File: src/hdl/flag_ops_pkg.sv
// Purpose: Shared constants and types for the status-flag bit operation unit.
// Assumes: Eight-bit status flags and eight-bit working registers.
// Notes: Flag indices follow the usual status layout, carry in bit 0.
package flag_ops_pkg;

  // ==========================================================================
  // Flag positions
  localparam logic [2:0] FLAG_CARRY = 3'h0;
  localparam logic [2:0] FLAG_ZERO = 3'h1;
  localparam logic [2:0] FLAG_NEGATIVE = 3'h2;
  localparam logic [2:0] FLAG_OVERFLOW = 3'h3;
  localparam logic [2:0] FLAG_SIGN = 3'h4;
  localparam logic [2:0] FLAG_HALF = 3'h5;
  localparam logic [2:0] FLAG_TRANSFER = 3'h6;
  localparam logic [2:0] FLAG_INTERRUPT = 3'h7;

  localparam logic [7:0] FLAGS_RESET = 8'h00;
  localparam logic [7:0] REG_RESET = 8'h00;

  // ==========================================================================
  // Operation codes
  typedef enum logic [4:0] {
    op_nop,
    op_sleep,
    flag_set_by_index,
    flag_clear_by_index,
    register_bit_to_transfer_flag,
    transfer_flag_to_register_bit,
    carry_set_op,
    carry_clear_op,
    negative_set_op,
    negative_clear_op,
    zero_set_op,
    zero_clear_op,
    interrupt_enable_op,
    interrupt_disable_op,
    sign_test_set_op,
    sign_test_clear_op,
    overflow_set_op,
    overflow_clear_op,
    transfer_flag_clear_op,
    half_carry_set_op,
    half_carry_clear_op
  } flag_op_t;

  typedef struct packed {
    logic valid;
    flag_op_t op;
    logic [2:0] index;
    logic [7:0] reg_value;
  } flag_cmd_t;

  typedef struct packed {
    logic valid;
    logic [7:0] value;
  } reg_write_t;

endpackage : flag_ops_pkg

File: src/hdl/status_flag_bit_instructions.sv
// Purpose: One-cycle execution of single-bit status flag operations.
// Assumes: Commands come from logic on clk; reg_value holds the named register.
// Notes: Result register writes and status flags are registered.
`timescale 1ns/100ps
module status_flag_bit_instructions (
  input wire logic clk,
  input wire logic rst_n,
  input wire flag_ops_pkg::flag_cmd_t cmd,
  output logic [7:0] status_flags,
  output flag_ops_pkg::reg_write_t reg_write,
  output logic sleep_request
);

  // ==========================================================================
  // State
  logic [7:0] flags_r;
  logic [7:0] flags_nxt;
  flag_ops_pkg::reg_write_t wr_r;
  flag_ops_pkg::reg_write_t wr_nxt;
  logic sleep_r;
  logic sleep_nxt;

  // Status flag layout, lowest bit first, follows the package positions:
  // carry, zero, negative, overflow, sign test, half carry, transfer, interrupt.
  // Only this unit writes the flags, so no set and clear race has to be settled.
  // The register file lives outside; a write hands back the whole new byte, so
  // the outside logic needs no read-modify-write of its own.

  // True when a valid command of the given operation is presented this cycle.
  function automatic logic op_is(input flag_ops_pkg::flag_cmd_t c,
                                 input flag_ops_pkg::flag_op_t o);
    return c.valid && (c.op == o);
  endfunction : op_is

  // Returns flags with one bit forced, so no operation touches more than one flag.
  function automatic logic [7:0] put_bit(input logic [7:0] v, input logic [2:0] i,
                                         input logic b);
    logic [7:0] r;
    r = v;
    r[i] = b;
    return r;
  endfunction : put_bit

  // ==========================================================================
  // Next-state logic
  // Every operation finishes at the edge that takes it, so the flags need no
  // busy state and a command may follow on every cycle.
  always_comb begin
    flags_nxt = flags_r;
    if (cmd.valid) begin
      unique case (cmd.op)
        flag_ops_pkg::op_nop: begin
          flags_nxt = flags_r;
        end
        flag_ops_pkg::op_sleep: begin
          // Entering sleep leaves the flags alone; the pulse is made below.
          flags_nxt = flags_r;
        end
        // The indexed forms reach every flag, the transfer flag included.
        // An index is taken as given, since all eight codes name a flag.
        flag_ops_pkg::flag_set_by_index: begin
          flags_nxt = put_bit(flags_r, cmd.index, 1'b1);
        end
        flag_ops_pkg::flag_clear_by_index: begin
          flags_nxt = put_bit(flags_r, cmd.index, 1'b0);
        end
        // The bit is read from the register byte presented with the command,
        // which the outside logic must supply in the same cycle.
        flag_ops_pkg::register_bit_to_transfer_flag: begin
          flags_nxt = put_bit(flags_r, flag_ops_pkg::FLAG_TRANSFER,
                              cmd.reg_value[cmd.index]);
        end
        flag_ops_pkg::transfer_flag_to_register_bit: begin
          // The write itself is built in the register write group below.
          flags_nxt = flags_r;
        end
        // Carry forms are the indexed forms at the carry position.
        flag_ops_pkg::carry_set_op: begin
          flags_nxt = put_bit(flags_r, flag_ops_pkg::FLAG_CARRY, 1'b1);
        end
        flag_ops_pkg::carry_clear_op: begin
          flags_nxt = put_bit(flags_r, flag_ops_pkg::FLAG_CARRY, 1'b0);
        end
        // Negative and zero forms each touch their own flag only.
        flag_ops_pkg::negative_set_op: begin
          flags_nxt = put_bit(flags_r, flag_ops_pkg::FLAG_NEGATIVE, 1'b1);
        end
        flag_ops_pkg::negative_clear_op: begin
          flags_nxt = put_bit(flags_r, flag_ops_pkg::FLAG_NEGATIVE, 1'b0);
        end
        flag_ops_pkg::zero_set_op: begin
          flags_nxt = put_bit(flags_r, flag_ops_pkg::FLAG_ZERO, 1'b1);
        end
        flag_ops_pkg::zero_clear_op: begin
          flags_nxt = put_bit(flags_r, flag_ops_pkg::FLAG_ZERO, 1'b0);
        end
        // Interrupt forms are the indexed forms at the interrupt position.
        // Any delay before a new enable takes effect belongs to the core.
        flag_ops_pkg::interrupt_enable_op: begin
          flags_nxt = put_bit(flags_r, flag_ops_pkg::FLAG_INTERRUPT, 1'b1);
        end
        flag_ops_pkg::interrupt_disable_op: begin
          flags_nxt = put_bit(flags_r, flag_ops_pkg::FLAG_INTERRUPT, 1'b0);
        end
        // Sign test and overflow forms are forced directly, not recomputed.
        flag_ops_pkg::sign_test_set_op: begin
          flags_nxt = put_bit(flags_r, flag_ops_pkg::FLAG_SIGN, 1'b1);
        end
        flag_ops_pkg::sign_test_clear_op: begin
          flags_nxt = put_bit(flags_r, flag_ops_pkg::FLAG_SIGN, 1'b0);
        end
        flag_ops_pkg::overflow_set_op: begin
          flags_nxt = put_bit(flags_r, flag_ops_pkg::FLAG_OVERFLOW, 1'b1);
        end
        flag_ops_pkg::overflow_clear_op: begin
          flags_nxt = put_bit(flags_r, flag_ops_pkg::FLAG_OVERFLOW, 1'b0);
        end
        // Clearing the transfer flag leaves the other seven bits as they are.
        flag_ops_pkg::transfer_flag_clear_op: begin
          flags_nxt = put_bit(flags_r, flag_ops_pkg::FLAG_TRANSFER, 1'b0);
        end
        // Half carry forms touch only the half carry flag.
        flag_ops_pkg::half_carry_set_op: begin
          flags_nxt = put_bit(flags_r, flag_ops_pkg::FLAG_HALF, 1'b1);
        end
        flag_ops_pkg::half_carry_clear_op: begin
          flags_nxt = put_bit(flags_r, flag_ops_pkg::FLAG_HALF, 1'b0);
        end
        default: begin
          // Unused opcode values behave as a no-op rather than corrupt flags.
          flags_nxt = flags_r;
        end
      endcase
    end
  end

  // ==========================================================================
  // Status flag registers
  always_ff @(posedge clk) begin
    if (!rst_n) begin
      flags_r <= flag_ops_pkg::FLAGS_RESET;
    end else begin
      flags_r <= flags_nxt;
    end
  end

  // ==========================================================================
  // Register write group
  // The write uses the transfer flag as it stood after the previous edge, so a
  // flag change just before is seen here without any forwarding path.
  always_comb begin
    wr_nxt = '0;
    if (op_is(cmd, flag_ops_pkg::transfer_flag_to_register_bit)) begin
      wr_nxt.valid = 1'b1;
      wr_nxt.value = put_bit(cmd.reg_value, cmd.index,
                             flags_r[flag_ops_pkg::FLAG_TRANSFER]);
    end
  end

  // Valid and value fall back to zero after one cycle; the outside logic must
  // take the byte in the cycle in which it stands.
  always_ff @(posedge clk) begin
    if (!rst_n) begin
      wr_r <= '0;
    end else begin
      wr_r <= wr_nxt;
    end
  end

  // ==========================================================================
  // Sleep request group
  // A one-cycle pulse only; holding the core asleep is the sleep controller's job.
  always_comb begin
    sleep_nxt = 1'b0;
    if (op_is(cmd, flag_ops_pkg::op_sleep)) begin
      sleep_nxt = 1'b1;
    end
  end

  always_ff @(posedge clk) begin
    if (!rst_n) begin
      sleep_r <= 1'b0;
    end else begin
      sleep_r <= sleep_nxt;
    end
  end

  // ==========================================================================
  // Outputs
  // All outputs come straight from flip-flops, so no command path reaches a pin.
  assign status_flags = flags_r;
  assign reg_write = wr_r;
  assign sleep_request = sleep_r;

endmodule : status_flag_bit_instructions

File: config.mk
export PLATFORM = sky130hd
export DESIGN_NAME = status_flag_bit_instructions
export DESIGN_NICKNAME = d
export VERILOG_FILES = /design/src/hdl/flag_ops_pkg.sv /design/src/hdl/status_flag_bit_instructions.sv
export SDC_FILE = /design/constraint.sdc
export NUM_CORES = 1
export LEC_CHECK = 0
export BUFFER_PORTS_ARGS = -buffer_cell sky130_fd_sc_hd__buf_4
export CAP_MARGIN = 20
export CORE_ASPECT_RATIO = 1.5
export CORE_UTILIZATION = 52
export CTS_BUF_LIST = sky130_fd_sc_hd__clkbuf_4
export DETAILED_ROUTE_END_ITERATION = 10
export PLACE_DENSITY = 0.78
export SLEW_MARGIN = 20
export SYNTH_ARGS = -nofsm -noshare
export SYNTH_HDL_FRONTEND = slang
export SYNTH_SLANG_ARGS = --single-unit
File: constraint.sdc
create_clock -name clk -period 1.7 [get_ports clk]
set_input_delay 0.34 -clock clk [delete_from_list [all_inputs] [get_ports clk]]
set_output_delay 0.34 -clock clk [all_outputs]
set_load 0.01 [all_outputs]
==> results.ini <==
[run_status]
status=complete, no violations

[critical_path]
worstSetupStartpoint=cmd[13]
timing.critical_path.to_type=flip-flop
critical_path.max_fanout=14
r2r_start=status_flags[2]
cp_data_required_time_ps=1940
r2r_setup_slack_ps=700
setup_crit_path_kind=input port to flip-flop
startpoint_types=input port
critical_path_arrival_ps=1660

[clock_tree]
clock-sinks=18
clk-insertion-delay-late_ps=290
cts.root.buffer_cell=sky130_fd_sc_hd__clkbuf_4
clkSlewWorstSetupHoldPaths_ps=100
clock_tree.htree_level_count=1
cts-root-to-sink-buffers=2
cts_post_setup_buffers_inserted=0
hold_buffers=0
cts_tree=yes
cts_inserted_buffers=3
post_cts_resize_count=0

[synth]
async_reset_ff_share_pct=0
yosysTopAreaCell=sky130_fd_sc_hd__dfxtp_1
synth_area_leaders=sky130_fd_sc_hd__dfxtp_1 (31%), sky130_fd_sc_hd__mux2i_1 (6.0%), sky130_fd_sc_hd__a21oi_1 (5.1%), sky130_fd_sc_hd__nand2_1 (5.1%), sky130_fd_sc_hd__nor2_1 (3.8%)
synth_sequential_area_ratio_pct=30.6
synth_top_area_share_pct=30.6
synth_cell_types=46
netlist_instances=148
synth_edf_count=0
synth-seq-cells=18
synth_top_cells_by_count=sky130_fd_sc_hd__dfxtp_1 (18), sky130_fd_sc_hd__nand2_1 (16), sky130_fd_sc_hd__a21oi_1 (12), sky130_fd_sc_hd__nor2_1 (12)
synthesis.area_mm2=0.00118
ys_dominant_reg_cell=sky130_fd_sc_hd__dfxtp_1
most_frequent_cell_after_synthesis=sky130_fd_sc_hd__dfxtp_1
syn_area_per_cell_um2=7.95
synth-warning-count=0
synth_fp_nets=167

[pwr]
max-vdd-ir-drop_mv=0.360
p_leak_nw=0.659
total_switching_power_w=0.000242
seq_power_share_pct=50.8
power_frac_comb_pct=24.3
pint_w=0.000605
power_per_cell_area_mw_per_mm2=558
power_share_of_the_clock_group_pct=24.9
sw_frac_of_total_pct=28.6

[grt]
vias_in_the_first_global_route=1136
number_of_antenna_violations_at_the_first_check_in_global_routing=0
pin_count_of_the_biggest_net_entering_global_routing=16
grt_first_pass_wirelength_um=4670
grt_usage_pct=27.5
grt_overflow=0

[placed_design]
io_buffer_count=36
final_estimated_routing_congestion_in_global_placement=0.897
placed_cell_area_mm2=0.00150
detailedPlacementHpwl_um=2370

[timing]
post-route-min-period_ps=1420
worst-slew-pin-transition_ps=427
rsz_0062_raised_after_global_routing=false
maxClockFrequency_ghz=0.706
setup-tns-final_ps=0
final_hold_viol_count=0
worst_clock_skew_ps=2.43
setup_violations=0
max-slew-margin-rel_pct=71.4
final-max-slew-violation-count=0
final.period_utilization_pct=83.4

[die]
initial_utilization_pct=56.6
floorplan.rows=20
floorplan.die_area_mm2=0.00246
die_h_um=60.2
die_w_um=40.8
io-pin-count=37
design.core.area_mm2=0.00208

[flow_run]
timing.max_cap.violations=0

[layout]
nNetsFinal=208
finish.instance_area_mm2=0.00152
drive_gt1_share_pct=27.8
area_growth_pct=29.0
antenna_cells_inserted=0
post-route-util_pct=73.1

[drt]
detail_route.first_pass.iterations=4
avgRoutedWirePerCell_um=14.6
vias=1280
drcViolationCount=0
initialDrtViolationCount=49
post_drt_via_cell_ratio=6.12
postRouteWirelength_um=3060
remaining_antenna_violation_count=0

[min_path]
hp-start=cmd[7]
min-delay-path-class=input port to flip-flop

==> metal layers <==
| layer | up-vias | routed length (um) | GRT usage, % |
|---|---|---|---|
| met2 | 64 | 1580 | 48.4 |
| met4 | 0 | 72 | 12.4 |
| met1 | 586 | 1190 | 30.1 |
| met3 | 10 | 208 | 3.72 |
| met5 | - | 0 | 0 |
| li1 | 620 | - | - |
==> cells in the final DEF (no fill, tap or decap), types with 2 or more instances in the layout <==
master	netlist	routed
sky130_fd_sc_hd__nor2_1	12	12
sky130_fd_sc_hd__or2_1	2	2
sky130_fd_sc_hd__dfxtp_1	18	18
sky130_fd_sc_hd__a31oi_1	3	3
sky130_fd_sc_hd__nor3b_2	2	2
sky130_fd_sc_hd__xnor2_1	2	2
sky130_fd_sc_hd__o21ai_1	3	3
sky130_fd_sc_hd__nand3_1	5	5
sky130_fd_sc_hd__nand2b_1	7	7
sky130_fd_sc_hd__inv_1	2	2
sky130_fd_sc_hd__nand2_1	16	16
sky130_fd_sc_hd__a21boi_0	2	2
sky130_fd_sc_hd__clkbuf_4	0	3
sky130_fd_sc_hd__nand4_1	4	4
sky130_fd_sc_hd__o21ai_0	4	4
sky130_fd_sc_hd__nor3_1	4	4
sky130_fd_sc_hd__a311oi_1	2	2
sky130_fd_sc_hd__nor2b_1	5	5
sky130_fd_sc_hd__a21oi_1	12	12
sky130_fd_sc_hd__buf_4	1	45
sky130_fd_sc_hd__mux2i_1	7	7
sky130_fd_sc_hd__and2b_1	2	2
sky130_fd_sc_hd__and2_1	2	2
sky130_fd_sc_hd__nor3b_1	3	3
==> sequential cells by signal, indices dropped and copies added (netlist names) <==
name	cells
reg_write	9
status_flags	8
sleep_request	1
==> critical path: stages <==
cell	delay, ps
sky130_fd_sc_hd__buf_4	160
sky130_fd_sc_hd__nor3b_1	340
sky130_fd_sc_hd__and2_1	320
sky130_fd_sc_hd__a32oi_1	170
sky130_fd_sc_hd__a21boi_0	210
sky130_fd_sc_hd__o21a_1	130
==> path summary, 6_finish.rpt <==
check,to,cells past startpoint
max,status_flags[2],6
min,reg_write[7],3
min reg2reg,status_flags[0],2
max reg2reg,status_flags[2],3
==> power by group through the flow <==
stage          combinational, W  sequential, W  clock [W]
2_1_floorplan          0.000122       0.000439          0
3_3_place_gp           0.000199       0.000440          0
3_5_place_dp           0.000202       0.000440          0
4_1_cts                0.000203       0.000430   0.000215
5_1_grt                0.000222       0.000431   0.000238
6_report               0.000206       0.000430   0.000211
==> kinds of logic after synthesis <==
kind of cell | synth area share, %
muxes | 5.96
AOI/OAI and AO/OA | 24.3
DFF | 30.6
and+or+nand+nor | 32.3
xor gates and xnor gates | 2.23
buffers and inverters | 4.57
==> cell type report <==
type	count	area, um2
well taps	22	27.5
multi-input cells	119	762
flip-flops and latches	18	360
inverters	2	7.51
fillers	180	559
clock buffers	3	22.5
repair buffers	45	338
==> metrics by stage <==
step	total power, W	hold slack, ps	setup WS [ps]	cells
after global placement	0.000638	477	-24.9	206
after detailed placement	0.000641	484	23.7	206
after CTS	0.000849	294	312	209
after global routing	0.000891	287	198	209
after floorplan	0.000561	478	234	148
final	0.000846	290	283	209
No activity file was read; power rests on OpenSTA's default activity.
